[config.mk]
export PLATFORM = sky130hd
export DESIGN_NAME = tq_alert_qualifier
export DESIGN_NICKNAME = d
export VERILOG_FILES = /design/src/verilog/tq_count_decode.v /design/src/verilog/tq_hottest.v /design/src/verilog/tq_alert_qualifier.v
export VERILOG_INCLUDE_DIRS = /design/src /design/src/verilog
export SDC_FILE = /design/constraint.sdc
export NUM_CORES = 1
export LEC_CHECK = 0
export CAP_MARGIN = 40
export CORE_UTILIZATION = 40
export CTS_BUF_LIST = sky130_fd_sc_hd__clkbuf_4 sky130_fd_sc_hd__clkbuf_8 sky130_fd_sc_hd__clkbuf_16
export DETAILED_ROUTE_END_ITERATION = 10
export DONT_BUFFER_PORTS = 1
export GPL_TIMING_DRIVEN = 0
export PLACE_DENSITY = 0.55
export SYNTH_ARGS = -nofsm -noshare
export SYNTH_HDL_FRONTEND = slang
export SYNTH_SLANG_ARGS = --single-unit
[constraint.sdc]
create_clock -name CLK_IN -period 7.75 [get_ports CLK_IN]
set_clock_uncertainty 0.15 [all_clocks]
set_input_delay 0.775 -clock CLK_IN [delete_from_list [all_inputs] [get_ports CLK_IN]]
set_output_delay 0.775 -clock CLK_IN [all_outputs]
set_load 0.05 [all_outputs]
[src/verilog/tq_map.vh]
// Purpose: Offsets, field positions, reset values and codes of the alert qualifier
// Assumes: Included by every tq_ design file except the hottest-channel finder
// Notes:   Definitions only
`ifndef TQ_MAP_VH
`define TQ_MAP_VH

// ============
// Register map
`define TQ_CONSEC_ADDR      8'h22
`define TQ_HOT_CFG_ADDR     8'h23
`define TQ_HOT_TEMP_ADDR    8'h24
`define TQ_HOT_STAT_ADDR    8'h25
`define TQ_STATUS_ADDR      8'h26
`define TQ_HIGH_FLAG_ADDR   8'h27
`define TQ_LOW_FLAG_ADDR    8'h28
`define TQ_FAULT_FLAG_ADDR  8'h29

// ============
// Consecutive count register fields
`define TQ_EVT_LSB          0
`define TQ_EVT_MSB          2
`define TQ_OVT_LSB          4
`define TQ_OVT_MSB          6
`define TQ_CNT_ONE          3'h0
`define TQ_CNT_TWO          3'h1
`define TQ_CNT_THREE        3'h3
`define TQ_CNT_FOUR         3'h7
`define TQ_CONSEC_RESET     8'h70

// ============
// Hottest config fields and fault result
`define TQ_HOT_TRACK_BIT    7
`define TQ_HOT_PIN_MASK_BIT 6
`define TQ_FAULT_RESULT     8'h00

`endif

[src/verilog/tq_count_decode.v]
// Purpose: Decode of a 3-bit consecutive count setting
// Assumes: Setting may be unvalidated write data; the register write path checks valid_out
// Notes:   Invalid codes also reported through valid_out
`timescale 1ns/1ns
`include "tq_map.vh"

module tq_count_decode (
    input  wire [2:0] setting_in,
    output reg  [2:0] count_out,
    output reg        valid_out
);

    always @* begin
        valid_out = 1'b1;
        case (setting_in)
            `TQ_CNT_ONE:   count_out = 3'h1;
            `TQ_CNT_TWO:   count_out = 3'h2;
            `TQ_CNT_THREE: count_out = 3'h3;
            `TQ_CNT_FOUR:  count_out = 3'h4;
            default: begin
                count_out = 3'h1;
                valid_out = 1'b0;
            end
        endcase
    end

endmodule // tq_count_decode

[src/verilog/tq_hottest.v]
// Purpose: Finds the hottest of the selected channels
// Assumes: Combinational; results are registered by the parent
// Notes:   Ties flag every selected channel at the maximum
`timescale 1ns/1ns

module tq_hottest #(
    parameter NCH = 4
) (
    input  wire [NCH*8-1:0] temp_in,
    input  wire [NCH-1:0]   select_in,
    output reg  [7:0]       max_out,
    output reg  [NCH-1:0]   hot_out,
    output reg              any_out
);

    integer i;

    always @* begin
        max_out = 8'h00;
        any_out = 1'b0;
        hot_out = {NCH{1'b0}};
        for (i = 0; i < NCH; i = i + 1) begin
            if (select_in[i] && (!any_out || temp_in[i*8 +: 8] > max_out)) begin
                max_out = temp_in[i*8 +: 8];
            end
            if (select_in[i]) begin
                any_out = 1'b1;
            end
        end
        for (i = 0; i < NCH; i = i + 1) begin
            hot_out[i] = select_in[i] && (temp_in[i*8 +: 8] == max_out);
        end
    end

endmodule // tq_hottest

[src/verilog/tq_alert_qualifier.v]
// Purpose: Consecutive-measurement qualifier for event and over-temperature pins
// Assumes: Measurement engine gives one MEAS_VALID_IN pulse per channel result,
//          and CYCLE_END_IN after the last channel of a measurement cycle
// Notes:   Pins are open drain, active low; output enable high pulls low
`timescale 1ns/1ns
`include "tq_map.vh"

// Overview of operation
// - Each channel keeps separate event-pin and over-temperature-pin consecutive counters
// - Interrupt mode: event counter counts high, low or fault results; clears on a clean result
// - Interrupt mode: at count set status and flags, assert pin, clear counter
// - Comparator mode: event counter counts only results above the high limit
// - Comparator mode: counter holds after firing until below high minus hysteresis
// - Comparator mode: low and fault set status directly, never the pin
// - Disabled channels never count nor drive either pin
// - Order is limit, counter, status, mask, then pin
// - When one counter fires, other counters hold until their own measurement
// - Over-temperature counter counts above limit; clears below unless pin asserted
// - After the programmed count above limit, over-temperature pin goes low
// - Asserted over-temperature counter clears only below limit minus hysteresis
// - Count codes 000,001,011,111 mean one, two, three, four measurements
// - Reset gives event count one and over-temperature count four
// - Writes with an undefined count code are ignored entirely
// - At cycle end the hottest selected temperature and its status are stored
// - Every selected channel tied at the hottest value gets its status bit
// - With tracking enabled, a hottest-channel change raises an event
// - A diode fault forces the result to 00h and counts as a fault
module tq_alert_qualifier #(
    parameter NCH = 4
) (
    input  wire             CLK_IN,
    input  wire             RESET_IN,
    input  wire             MEAS_VALID_IN,
    input  wire [1:0]       MEAS_CHAN_IN,
    input  wire [7:0]       MEAS_TEMP_IN,
    input  wire             MEAS_FAULT_IN,
    input  wire             CYCLE_END_IN,
    input  wire [7:0]       HIGH_LIMIT_IN,
    input  wire [7:0]       LOW_LIMIT_IN,
    input  wire [7:0]       OVT_LIMIT_IN,
    input  wire [7:0]       HYST_IN,
    input  wire             COMPARATOR_MODE_IN,
    input  wire [NCH-1:0]   CHAN_ENABLE_IN,
    input  wire [NCH-1:0]   EVENT_MASK_IN,
    input  wire [NCH-1:0]   OVT_MASK_IN,
    input  wire             REG_WR_IN,
    input  wire             REG_RD_IN,
    input  wire [7:0]       REG_ADDR_IN,
    input  wire [7:0]       REG_WDATA_IN,
    output reg  [7:0]       REG_RDATA_OUT,
    output reg  [7:0]       RESULT_OUT,
    output reg              EVENT_N_OUT,
    output reg              EVENT_N_OE_OUT,
    output reg              OVT_N_OUT,
    output reg              OVT_N_OE_OUT
);

    // ============
    // Registers
    reg  [7:0]       consec_q;
    reg  [7:0]       hot_cfg_q;
    reg  [7:0]       hot_temp_q;
    reg  [NCH-1:0]   hot_stat_q;
    reg              hot_valid_q;
    reg              hot_event_q;

    reg  [NCH-1:0]   status_q;
    reg  [NCH-1:0]   high_flag_q;
    reg  [NCH-1:0]   low_flag_q;
    reg  [NCH-1:0]   fault_flag_q;
    reg  [2:0]       evt_cnt_q [0:NCH-1];
    reg  [2:0]       ovt_cnt_q [0:NCH-1];
    reg  [NCH-1:0]   evt_pin_q;
    reg  [NCH-1:0]   ovt_pin_q;
    reg  [7:0]       temp_q [0:NCH-1];

    wire [2:0]       evt_need;
    wire [2:0]       ovt_need;
    wire             evt_ok;
    wire             ovt_ok;
    wire [2:0]       wr_evt_need;
    wire [2:0]       wr_ovt_need;
    wire             wr_evt_ok;
    wire             wr_ovt_ok;
    wire [NCH*8-1:0] temp_flat;
    wire [7:0]       hot_max;
    wire [NCH-1:0]   hot_now;
    wire             hot_any;

    genvar g;
    generate
        for (g = 0; g < NCH; g = g + 1) begin : g_flat
            assign temp_flat[g*8 +: 8] = temp_q[g];
        end
    endgenerate

    // ============
    // Count decode
    tq_count_decode u_evt_dec (
        .setting_in (consec_q[`TQ_EVT_MSB:`TQ_EVT_LSB]),
        .count_out  (evt_need),
        .valid_out  (evt_ok)
    );

    tq_count_decode u_ovt_dec (
        .setting_in (consec_q[`TQ_OVT_MSB:`TQ_OVT_LSB]),
        .count_out  (ovt_need),
        .valid_out  (ovt_ok)
    );

    tq_count_decode u_wr_evt_dec (
        .setting_in (REG_WDATA_IN[`TQ_EVT_MSB:`TQ_EVT_LSB]),
        .count_out  (wr_evt_need),
        .valid_out  (wr_evt_ok)
    );

    tq_count_decode u_wr_ovt_dec (
        .setting_in (REG_WDATA_IN[`TQ_OVT_MSB:`TQ_OVT_LSB]),
        .count_out  (wr_ovt_need),
        .valid_out  (wr_ovt_ok)
    );

    tq_hottest #(.NCH(NCH)) u_hot (
        .temp_in   (temp_flat),
        .select_in (hot_cfg_q[NCH-1:0] & CHAN_ENABLE_IN),
        .max_out   (hot_max),
        .hot_out   (hot_now),
        .any_out   (hot_any)
    );

    // ============
    // Per-measurement classification
    // Saturating subtract keeps a small limit from wrapping to a huge threshold
    function [7:0] sat_sub;
        input [7:0] a;
        input [7:0] b;
        sat_sub = (a > b) ? a - b : 8'h00;
    endfunction

    wire [7:0] res_temp  = MEAS_FAULT_IN ? `TQ_FAULT_RESULT : MEAS_TEMP_IN;
    wire       is_fault  = MEAS_FAULT_IN;

    wire       is_high   = !is_fault && (MEAS_TEMP_IN > HIGH_LIMIT_IN);
    // Fault result is not checked against the low limit
    wire       is_low    = !is_fault && (MEAS_TEMP_IN < LOW_LIMIT_IN);
    wire       is_ovt    = !is_fault && (MEAS_TEMP_IN > OVT_LIMIT_IN);

    wire [7:0] high_rel  = sat_sub(HIGH_LIMIT_IN, HYST_IN);
    wire [7:0] ovt_rel   = sat_sub(OVT_LIMIT_IN, HYST_IN);
    wire       below_hr  = is_fault || (MEAS_TEMP_IN < high_rel);
    wire       below_or  = is_fault || (MEAS_TEMP_IN < ovt_rel);

    wire       chan_on   = CHAN_ENABLE_IN[MEAS_CHAN_IN];
    wire       take      = MEAS_VALID_IN && chan_on;
    wire [2:0] ec        = evt_cnt_q[MEAS_CHAN_IN];
    wire [2:0] oc        = ovt_cnt_q[MEAS_CHAN_IN];

    // ============
    // Counters, status and per-channel pin requests
    integer i;

    always @(posedge CLK_IN) begin
        if (RESET_IN) begin
            for (i = 0; i < NCH; i = i + 1) begin
                evt_cnt_q[i] <= 3'h0;
                ovt_cnt_q[i] <= 3'h0;
                temp_q[i]    <= 8'h00;
            end

            status_q     <= {NCH{1'b0}};
            high_flag_q  <= {NCH{1'b0}};
            low_flag_q   <= {NCH{1'b0}};
            fault_flag_q <= {NCH{1'b0}};
            evt_pin_q    <= {NCH{1'b0}};
            ovt_pin_q    <= {NCH{1'b0}};
            RESULT_OUT   <= 8'h00;
        end else begin
            // Disabled channels drop their pin requests
            evt_pin_q <= evt_pin_q & CHAN_ENABLE_IN;
            ovt_pin_q <= ovt_pin_q & CHAN_ENABLE_IN;

            if (REG_RD_IN && REG_ADDR_IN == `TQ_STATUS_ADDR) begin
                status_q  <= {NCH{1'b0}};
                evt_pin_q <= COMPARATOR_MODE_IN ? evt_pin_q & CHAN_ENABLE_IN : {NCH{1'b0}};
            end

            if (REG_RD_IN && REG_ADDR_IN == `TQ_HIGH_FLAG_ADDR) begin
                high_flag_q <= {NCH{1'b0}};
            end

            if (REG_RD_IN && REG_ADDR_IN == `TQ_LOW_FLAG_ADDR) begin
                low_flag_q <= {NCH{1'b0}};
            end

            if (REG_RD_IN && REG_ADDR_IN == `TQ_FAULT_FLAG_ADDR) begin
                fault_flag_q <= {NCH{1'b0}};
            end

            if (MEAS_VALID_IN) begin
                RESULT_OUT             <= res_temp;
                temp_q[MEAS_CHAN_IN]   <= res_temp;
            end

            // Only the measured channel moves; others hold
            if (take) begin
                if (!COMPARATOR_MODE_IN) begin
                    if (is_high || is_low || is_fault) begin
                        if (ec + 3'h1 >= evt_need) begin
                            // Set wins over a same-cycle read clear
                            status_q[MEAS_CHAN_IN]     <= 1'b1;
                            high_flag_q[MEAS_CHAN_IN]  <= high_flag_q[MEAS_CHAN_IN] | is_high;
                            low_flag_q[MEAS_CHAN_IN]   <= low_flag_q[MEAS_CHAN_IN] | is_low;
                            fault_flag_q[MEAS_CHAN_IN] <= fault_flag_q[MEAS_CHAN_IN] | is_fault;
                            evt_pin_q[MEAS_CHAN_IN]    <= 1'b1;
                            evt_cnt_q[MEAS_CHAN_IN]    <= 3'h0;
                        end else begin
                            evt_cnt_q[MEAS_CHAN_IN] <= ec + 3'h1;
                        end
                    end else begin
                        evt_cnt_q[MEAS_CHAN_IN] <= 3'h0;
                    end
                end else begin
                    if (is_high) begin
                        if (ec + 3'h1 >= evt_need) begin
                            status_q[MEAS_CHAN_IN]    <= 1'b1;
                            high_flag_q[MEAS_CHAN_IN] <= 1'b1;
                            evt_pin_q[MEAS_CHAN_IN]   <= 1'b1;
                            evt_cnt_q[MEAS_CHAN_IN]   <= evt_need;
                        end else begin
                            evt_cnt_q[MEAS_CHAN_IN] <= ec + 3'h1;
                        end
                    end else if (!evt_pin_q[MEAS_CHAN_IN] || below_hr) begin
                        evt_cnt_q[MEAS_CHAN_IN] <= 3'h0;
                        evt_pin_q[MEAS_CHAN_IN] <= 1'b0;
                    end

                    if (is_low || is_fault) begin
                        status_q[MEAS_CHAN_IN]     <= 1'b1;
                        low_flag_q[MEAS_CHAN_IN]   <= low_flag_q[MEAS_CHAN_IN] | is_low;
                        fault_flag_q[MEAS_CHAN_IN] <= fault_flag_q[MEAS_CHAN_IN] | is_fault;
                    end
                end

                if (is_ovt) begin
                    if (oc + 3'h1 >= ovt_need) begin
                        ovt_cnt_q[MEAS_CHAN_IN] <= ovt_need;
                        ovt_pin_q[MEAS_CHAN_IN] <= 1'b1;
                    end else begin
                        ovt_cnt_q[MEAS_CHAN_IN] <= oc + 3'h1;
                    end
                end else if (!ovt_pin_q[MEAS_CHAN_IN] || below_or) begin
                    ovt_cnt_q[MEAS_CHAN_IN] <= 3'h0;
                    ovt_pin_q[MEAS_CHAN_IN] <= 1'b0;
                end
            end
        end
    end

    // ============
    // Hottest tracking
    always @(posedge CLK_IN) begin
        if (RESET_IN) begin
            hot_temp_q  <= 8'h00;
            hot_stat_q  <= {NCH{1'b0}};
            hot_valid_q <= 1'b0;
            hot_event_q <= 1'b0;
        end else begin
            if (REG_RD_IN && REG_ADDR_IN == `TQ_HOT_STAT_ADDR) begin
                hot_event_q <= 1'b0;
            end

            if (CYCLE_END_IN && hot_any) begin
                hot_temp_q  <= hot_max;
                hot_stat_q  <= hot_now;
                hot_valid_q <= 1'b1;
                // First cycle after reset has nothing to compare against
                if (hot_cfg_q[`TQ_HOT_TRACK_BIT] && hot_valid_q && hot_now != hot_stat_q) begin
                    hot_event_q <= 1'b1;
                end
            end
        end
    end

    // ============
    // Register port
    always @(posedge CLK_IN) begin
        if (RESET_IN) begin
            consec_q      <= `TQ_CONSEC_RESET;
            hot_cfg_q     <= 8'h00;
            REG_RDATA_OUT <= 8'h00;
        end else begin
            if (REG_WR_IN && REG_ADDR_IN == `TQ_CONSEC_ADDR && wr_evt_ok && wr_ovt_ok) begin
                consec_q <= {1'b0, REG_WDATA_IN[`TQ_OVT_MSB:`TQ_OVT_LSB], 1'b0,
                             REG_WDATA_IN[`TQ_EVT_MSB:`TQ_EVT_LSB]};
            end

            if (REG_WR_IN && REG_ADDR_IN == `TQ_HOT_CFG_ADDR) begin
                hot_cfg_q <= REG_WDATA_IN;
            end

            case (REG_ADDR_IN)
                `TQ_CONSEC_ADDR:     REG_RDATA_OUT <= consec_q;
                `TQ_HOT_CFG_ADDR:    REG_RDATA_OUT <= hot_cfg_q;
                `TQ_HOT_TEMP_ADDR:   REG_RDATA_OUT <= hot_temp_q;
                `TQ_HOT_STAT_ADDR:   REG_RDATA_OUT <= {hot_event_q, {(7-NCH){1'b0}}, hot_stat_q};
                `TQ_STATUS_ADDR:     REG_RDATA_OUT <= {{(8-NCH){1'b0}}, status_q};
                `TQ_HIGH_FLAG_ADDR:  REG_RDATA_OUT <= {{(8-NCH){1'b0}}, high_flag_q};
                `TQ_LOW_FLAG_ADDR:   REG_RDATA_OUT <= {{(8-NCH){1'b0}}, low_flag_q};
                `TQ_FAULT_FLAG_ADDR: REG_RDATA_OUT <= {{(8-NCH){1'b0}}, fault_flag_q};
                default:             REG_RDATA_OUT <= 8'h00;
            endcase
        end
    end

    // ============
    // Mask stage and pins
    always @(posedge CLK_IN) begin
        if (RESET_IN) begin
            EVENT_N_OUT    <= 1'b0;
            EVENT_N_OE_OUT <= 1'b0;
            OVT_N_OUT      <= 1'b0;
            OVT_N_OE_OUT   <= 1'b0;
        end else begin
            EVENT_N_OUT    <= 1'b0;
            OVT_N_OUT      <= 1'b0;
            EVENT_N_OE_OUT <= |(evt_pin_q & ~EVENT_MASK_IN & CHAN_ENABLE_IN)
                              | (hot_event_q && !hot_cfg_q[`TQ_HOT_PIN_MASK_BIT]);
            OVT_N_OE_OUT   <= |(ovt_pin_q & ~OVT_MASK_IN & CHAN_ENABLE_IN);
        end
    end

endmodule // tq_alert_qualifier

Word level (Yosys, flattened, before mapping):

Memory sizes are Yosys's and may differ from the RTL's.
Index checks and enable logic that the tools add are counted.

* memories kept: 3
* word-level logic and storage cells: 292
* flip-flop bits (word level): 70
* RAM bits: 56

* magnitude comparators: 14
* reductions and logical operators: 51
* add/sub/neg operators: 4
* equality and inequality tests: 25
* muxes and demuxes: 151
* bitwise logic cells: 28

Memory list
* temp_q: depth 4, width 8, read ports 4, clocked after memory_dff 0, write ports 4, line tq_alert_qualifier.v:75 `reg [7:0] temp_q [0:NCH-1];`
* evt_cnt_q: depth 4, width 3, read ports 1, clocked after memory_dff 0, write ports 4, line tq_alert_qualifier.v:71 `reg [2:0] evt_cnt_q [0:NCH-1];`
* ovt_cnt_q: depth 4, width 3, read ports 1, clocked after memory_dff 0, write ports 4, line tq_alert_qualifier.v:72 `reg [2:0] ovt_cnt_q [0:NCH-1];`

Operators by type and width (number)
* $mux W4: 46
* $mux W1: 72
* $eq A8 B6 Y1 const B: 8
* $mux W8: 8
* $pmux W8 S8: 1
* $gt A8 B8 Y1: 7
* $and A4 B4 Y4: 9
* $eq A8 B8 Y1: 4
* $mux W3: 9
* $logic_and A1 B1 Y1: 25
* $lt A8 B8 Y1: 3
* $or A4 B4 Y4: 5
* $pmux W3 S3: 2
* $reduce_or A4 Y1: 4
* $sub A8 B8 Y8: 2
* $bmux W1 S2: 6
* $bwmux W4: 3
* $eq A3 B1 Y1 const B: 4
* $eq A3 B2 Y1 const B: 4
* $eq A3 B3 Y1 const B: 4
* $not A4 Y4: 3
* $or A1 B1 Y1: 11
* $logic_or A1 B1 Y1: 10
* $reduce_or A8 Y1: 1
* 10 further kinds: 22

Depth between registers and ports, before layout:

* depth after elaboration: 20
* mapped depth: 38
* depth with buffers taken out: 34

Hierarchy:

A second synthesis with hierarchy kept.

* cell total of the unflattened synthesis: 1098
* area total of the unflattened synthesis: 9416.5 µm²

Modules (own cells, without submodules)
* tq_alert_qualifier: cells an instance 833, area each 7574.8 µm², times used 1, seq. area each 3083.0 µm²
* tq_hottest: cells an instance 241, area each 1691.6 µm², times used 1, seq. area each 0.0 µm²
* tq_count_decode: cells an instance 6, area each 37.5 µm², times used 4, seq. area each 0.0 µm²

Worst setup path after synthesis:

Ideal clock, no wire load.

* kind: in2reg
* start: in CHAN_ENABLE_IN[0]
* end: reg hot_event_q
* buffers on the path: 3
* stages: 33
* slack: 0.294 ns
* arrival time: 7.169 ns
* cells stage by stage: and2_1 -> buf_4 -> nand2_1 -> ha_1 -> and4_1 -> nand2_1 -> a21oi_1 -> nor3_1 -> a211o_1 -> inv_1 -> ha_1 -> nor2b_1 -> o21ai_0 -> nand2b_1 -> a311o_1 -> o211a_4 -> a21oi_4 -> clkbuf_1 -> o21ai_0 -> ha_1 -> nand3_1 -> o21bai_1 -> and4_1 -> o22ai_1 -> buf_2 -> a21oi_1 -> mux2i_1 -> o221ai_1 -> a221o_1 -> a21oi_1 -> xor2_1 -> nor3_1 -> a311oi_2

* word-level cells in the longest chain between the ends: 20
* elaborated cells on any way between the ends: 34

Ends and longest elaborated chain
* from (decl): line tq_alert_qualifier.v:43 `input wire [NCH-1:0] CHAN_ENABLE_IN,`
* $and A4 B4 Y4 (*): line tq_alert_qualifier.v:125 `.select_in (hot_cfg_q[NCH-1:0] & CHAN_ENABLE_IN),`
* $mux W8 / $mux W1 (equally long branches): line tq_hottest.v:23, tq_hottest.v:26
* $gt A8 B8 Y1 / $logic_not A1 Y1 (equally long branches): line tq_hottest.v:23 `if (select_in[i] && (!any_out || temp_in[i*8 +: 8] > max_out)) begin`
* $logic_or A1 B1 Y1: line tq_hottest.v:23
* $logic_and A1 B1 Y1: line tq_hottest.v:23
* $mux W8: line tq_hottest.v:23
* $gt A8 B8 Y1: line tq_hottest.v:23
* $logic_or A1 B1 Y1: line tq_hottest.v:23
* (+4 left out)
* $logic_and A1 B1 Y1: line tq_hottest.v:23
* $mux W8: line tq_hottest.v:23
* $eq A8 B8 Y1: line tq_hottest.v:31 `hot_out[i] = select_in[i] && (temp_in[i*8 +: 8] == max_out);`
* $logic_and A1 B1 Y1: line tq_hottest.v:31
* $ne A4 B4 Y1: line tq_alert_qualifier.v:277 `` if (hot_cfg_q[`TQ_HOT_TRACK_BIT] && hot_valid_q && hot_now != hot_stat_q) begin ``
* $logic_and A1 B1 Y1: line tq_alert_qualifier.v:277
* $mux W1: line tq_alert_qualifier.v:277
* $mux W1 (*): line tq_alert_qualifier.v:272 `if (CYCLE_END_IN && hot_any) begin`
* to (signal assigned): line tq_alert_qualifier.v:266 `hot_event_q <= 1'b0;`
* to (signal assigned): line tq_alert_qualifier.v:269 `hot_event_q <= 1'b0;`
* to (signal assigned): line tq_alert_qualifier.v:278 `hot_event_q <= 1'b1;`
* to (decl): line tq_alert_qualifier.v:65 `reg hot_event_q;`

Mark *: on every way between the ends. The rest lies on a longest branch, timed or not.
A chain may end at the register's enable or synchronous reset.

Worst setup path after layout:

* start: reg hot_cfg_q[0]
* end: reg hot_event_q

* word-level cells in the longest chain between the ends: 20
* elaborated cells on any way between the ends: 34

Ends and longest elaborated chain
* from (decl): line tq_alert_qualifier.v:61 `reg [7:0] hot_cfg_q;`
* from (signal assigned): line tq_alert_qualifier.v:289 `hot_cfg_q <= 8'h00;`
* from (signal assigned): line tq_alert_qualifier.v:298 `hot_cfg_q <= REG_WDATA_IN;`
* $and A4 B4 Y4 (*): line tq_alert_qualifier.v:125
* $mux W8 / $mux W1 (equally long branches): line tq_hottest.v:23, tq_hottest.v:26
* $gt A8 B8 Y1 / $logic_not A1 Y1 (equally long branches): line tq_hottest.v:23
* $logic_or A1 B1 Y1: line tq_hottest.v:23
* $logic_and A1 B1 Y1: line tq_hottest.v:23
* $mux W8: line tq_hottest.v:23
* $gt A8 B8 Y1: line tq_hottest.v:23
* $logic_or A1 B1 Y1: line tq_hottest.v:23
* (+4 left out)
* $logic_and A1 B1 Y1: line tq_hottest.v:23
* $mux W8: line tq_hottest.v:23
* $eq A8 B8 Y1: line tq_hottest.v:31
* $logic_and A1 B1 Y1: line tq_hottest.v:31
* $ne A4 B4 Y1: line tq_alert_qualifier.v:277
* $logic_and A1 B1 Y1: line tq_alert_qualifier.v:277
* $mux W1: line tq_alert_qualifier.v:277
* $mux W1 (*): line tq_alert_qualifier.v:272

Marks and branches as above.

==> reports/results.tsv <==
stage	metric	value	unit
outcome	status	completed	
global_route	grt_start_max_net_pins	17	
placed_design	dp_hpwl	23.78	mm
worst_setup_path	r2r-end	hot_event_q$_SDFF_PP0_	
placed_design	post_dp_cell_area	10050	µm²
floorplanning	die_x	157.2	µm
global_route	grt_pass1_wl	47.56	mm
yosys	netlist_area	9630	µm²
global_route	grt_usage	0.2551	
timing	hold_viol_final	0	
job	drv_cap	0	
yosys	ys_ff_latch	126	
floorplanning	coreArea	23540	µm²
floorplanning	io_pins	98	
route	vias	8677	
floorplanning	num_rows	56	
yosys	yosys.area.top_type_share	0.1746	
placed_design	place_congestion	0.9217	
route	drt_wl_total	30.71	mm
finish	design_area	10890	µm²
cts	cts_tree	done	
timing	drv_slew	0	
cts	numCtsBuffers	17	
worst_setup_path	rr_worst_depth	34	
global_route	grt_overflow	0	
yosys	yosysUniqueCellTypes	86	
cts	path_clk_slew	70	ps
power	vdd_drop_max	106.3	µV
power	cellLeakagePower	4.482	nW
cts	clock-sinks	126	
yosys	yosysSeqAreaShare	0.3201	
cts	ctsHoldBuffers	0	
min_path	hold_end	low_flag_q[2]$_SDFF_PP0_	
worst_setup_path	regToRegSetupSlack	340	ps
route	drt-initial-drc-count	847	
yosys	synthArstFlopShare	0	
floorplanning	die_area	24700	µm²
timing	worst_pin_slew	843.9	ps
yosys	ys_warn_count	0	
floorplanning	die_h	157.2	µm
finish	diodes	0	
worst_setup_path	crit_type	reg -> reg	
finish	drive_gt1_frac	0.1066	
placed_design	portBuffers	0	
yosys	netlist_instances	1127	
cts	root_buffer	clkbuf_16	
worst_setup_path	critPathMaxFanout	10	
yosys	yosysTopAreaCell	edfxtp_1	
worst_setup_path	reg2reg_from	hot_cfg_q[0]$_SDFFE_PP0P_	
timing	max_freq	0.1349	GHz
yosys	synthFlopType	dfxtp_1	
finish	nNetsFinal	1323	
worst_setup_path	crit_required	7940	ps
placed_design	dp_cells	1448	
route	wl_per_cell	20.58	µm
yosys	syn_area_per_cell	8.545	µm²
worst_setup_path	slowest_stage	a22oi_1	
yosys	synthTopCellsByArea	edfxtp_1 (17%), dfxtp_1 (15%), ha_1 (11%)	
worst_setup_path	cp-start-kind	flip-flop	
finish	area_growth	13.03	%
timing	setup_viol	0	
finish	instances_no_fill	1492	
min_path	hp-start	low_flag_q[2]$_SDFF_PP0_	
power	pwr_density_cell	170.0	nW/µm²
route	vias_per_cell	5.816	
timing	fin_crit	7411	ps
worst_setup_path	arrival	7600	ps
route	remaining_drc_errors	0	
cts	cts_buffer_depth	2	
cts	clk_latency	430	ps
route	ant_nets	0	
route	firstDrtPassIters	5	
global_route	antenna_found_initial	0	
timing	slew_headroom	0.4353	
timing	fin_crit_sh	0.9562	
floorplanning	start_util	0.4091	
worst_setup_path	endpoint_kind	flip-flop	
cts	h-tree-depth	4	
worst_setup_path	slowest_delay	460	ps
min_path	holdPathStages	2	
yosys	synth_edf_count	56	
global_route	grt_pass1_vias	8392	
min_path	hold_path_class	reg -> reg	
critical path, delay by kind of cell (launching register included):
family / cells / cell delay, ps
mux: 1 / 120
compound gates: 15 / 3100
simple gates: 9 / 1590
xor+xnor: 2 / 270
fa+ha+maj: 3 / 950
buf+inv: 4 / 730
flops: 1 / 390
cell type report:
cell class	count	area, µm²
fill	2397	12660
multi-input combinational	883	6212
sequential	126	3087
clock buffer	17	425.4
tap	319	399.1
inverter	73	274.0
buffer	46	249.0
clock inverter	15	141.4
timing repair buffer	13	97.59
logic make-up (layout without fill, tap and decap cells):
logic type	after synthesis	after routing	synth area share
AOI/OAI and AO/OA	315	315	0.2268
DFF	126	126	0.3201
muxes	42	42	0.05885
other	1	2	0.0003894
xor gates and xnor gates	41	41	0.03729
and+or+nand+nor	398	398	0.1924
adders and majority gates	85	85	0.1120
buffers and inverters	119	164	0.05210
cell usage in the layout, fill, tap and decap left out, types with 8 or more instances in the layout:
cell type / Yosys / final
mux4_2: 11 / 11
buf_6: 4 / 8
clkbuf_1: 32 / 31
o21ai_0: 53 / 50
nand2b_1: 15 / 15
o211ai_1: 10 / 10
ha_1: 83 / 83
mux2i_1: 24 / 22
inv_1: 72 / 71
nor2b_1: 14 / 14
buf_4: 3 / 15
nor2_1: 154 / 152
a21o_1: 42 / 41
edfxtp_1: 56 / 56
dfxtp_1: 70 / 69
a21oi_1: 63 / 60
xnor2_1: 21 / 21
a31oi_1: 13 / 12
nand3_1: 21 / 21
a211oi_1: 14 / 14
nor3_1: 18 / 13
o22ai_1: 14 / 13
nand2_1: 113 / 113
nand4_1: 10 / 10
xor2_1: 20 / 20
clkbuf_16: 0 / 17
a221oi_1: 10 / 9
and2_1: 13 / 12
a22oi_1: 20 / 18
layer usage:
| metal | global-route usage | part of all wire | wire (µm) | vias to the layer above |
|---|---|---|---|---|
| met2 | 0.4035 | 0.45 | 13960 | 362 |
| met5 | 0 | 0 | 0 | - |
| met4 | 0.07582 | 0.022 | 674 | 0 |
| li1 | - | - | - | 4180 |
| met1 | 0.3523 | 0.45 | 13860 | 4078 |
| met3 | 0.04681 | 0.072 | 2211 | 57 |
how the worst max path moves through the flow:
stage / to / from / depth (start not counted) / slack, ps
floorplan: hot_event_q$_SDFF_PP0_ / CHAN_ENABLE_IN[0] / 33 / 290
global placement: hot_event_q$_SDFF_PP0_ / CHAN_ENABLE_IN[0] / 33 / -1340
detailed placement: hot_event_q$_SDFF_PP0_ / CHAN_ENABLE_IN[0] / 33 / -1310
CTS: hot_event_q$_SDFF_PP0_ / hot_cfg_q[0]$_SDFFE_PP0P_ / 34 / 40
global route: hot_event_q$_SDFF_PP0_ / hot_cfg_q[0]$_SDFFE_PP0P_ / 36 / -60
finish: hot_event_q$_SDFF_PP0_ / hot_cfg_q[0]$_SDFFE_PP0P_ / 34 / 340
synth_stat cells (15+ instances only):
cell type  count
nor2_1       154
nand2_1      113
ha_1          83
inv_1         72
dfxtp_1       70
a21oi_1       63
edfxtp_1      56
o21ai_0       53
a21o_1        42
clkbuf_1      32
mux2i_1       24
nand3_1       21
xnor2_1       21
a22oi_1       20
xor2_1        20
nor3_1        18
nand2b_1      15
report_power, final:
| group | switching (mW) | internal, mW | leakage [nW] |
|---|---|---|---|
| Sequential | 0.0382 | 0.719 | 1.13 |
| Combinational | 0.192 | 0.125 | 3.07 |
| Clock | 0.351 | 0.426 | 0.277 |
| Total | 0.581 | 1.27 | 4.48 |
repair_timing:
item | in CTS | in global routing
pin swaps | 3 | 11
endpoints found under the hold margin | 0 | 0
buffers inserted | 2 | 10
gates cloned | 0 | 0
setup endpoints to repair | 7 | 5
resized for setup | 18 | 35
through the flow:
| step | TNS (ps) | power (mW) | utilization | worst slack [ps] | hold WS [ps] |
|---|---|---|---|---|---|
| 2_1_floorplan | 0 | 0.9921 | - | 293.8 | 291.5 |
| 3_3_place_gp | -6157 | 1.074 | 0.4262 | -1341 | 316.0 |
| 3_5_place_dp | -5939 | 1.077 | 0.4268 | -1308 | 319.2 |
| 4_1_cts | 0 | 1.847 | 0.4544 | 38.25 | 329.7 |
| 5_1_grt | -64.20 | 1.921 | 0.4624 | -64.20 | 336.1 |
| 6_report | 0 | 1.851 | 0.4624 | 339.3 | 327.6 |
state kept, by name, indices dropped and copies added (netlist names):
signal and flops:
hot_valid_q 1, consec_q 6, evt_cnt_q 12, ovt_cnt_q 12, REG_RDATA_OUT 8, fault_flag_q 4, low_flag_q 4, OVT_N_OE_OUT 1
status_q 4, ovt_pin_q 4, evt_pin_q 4, hot_temp_q 8, temp_q 32, hot_event_q 1, RESULT_OUT 8, EVENT_N_OE_OUT 1
high_flag_q 4, hot_cfg_q 8, hot_stat_q 4
Power figures use the tool's default switching activity.
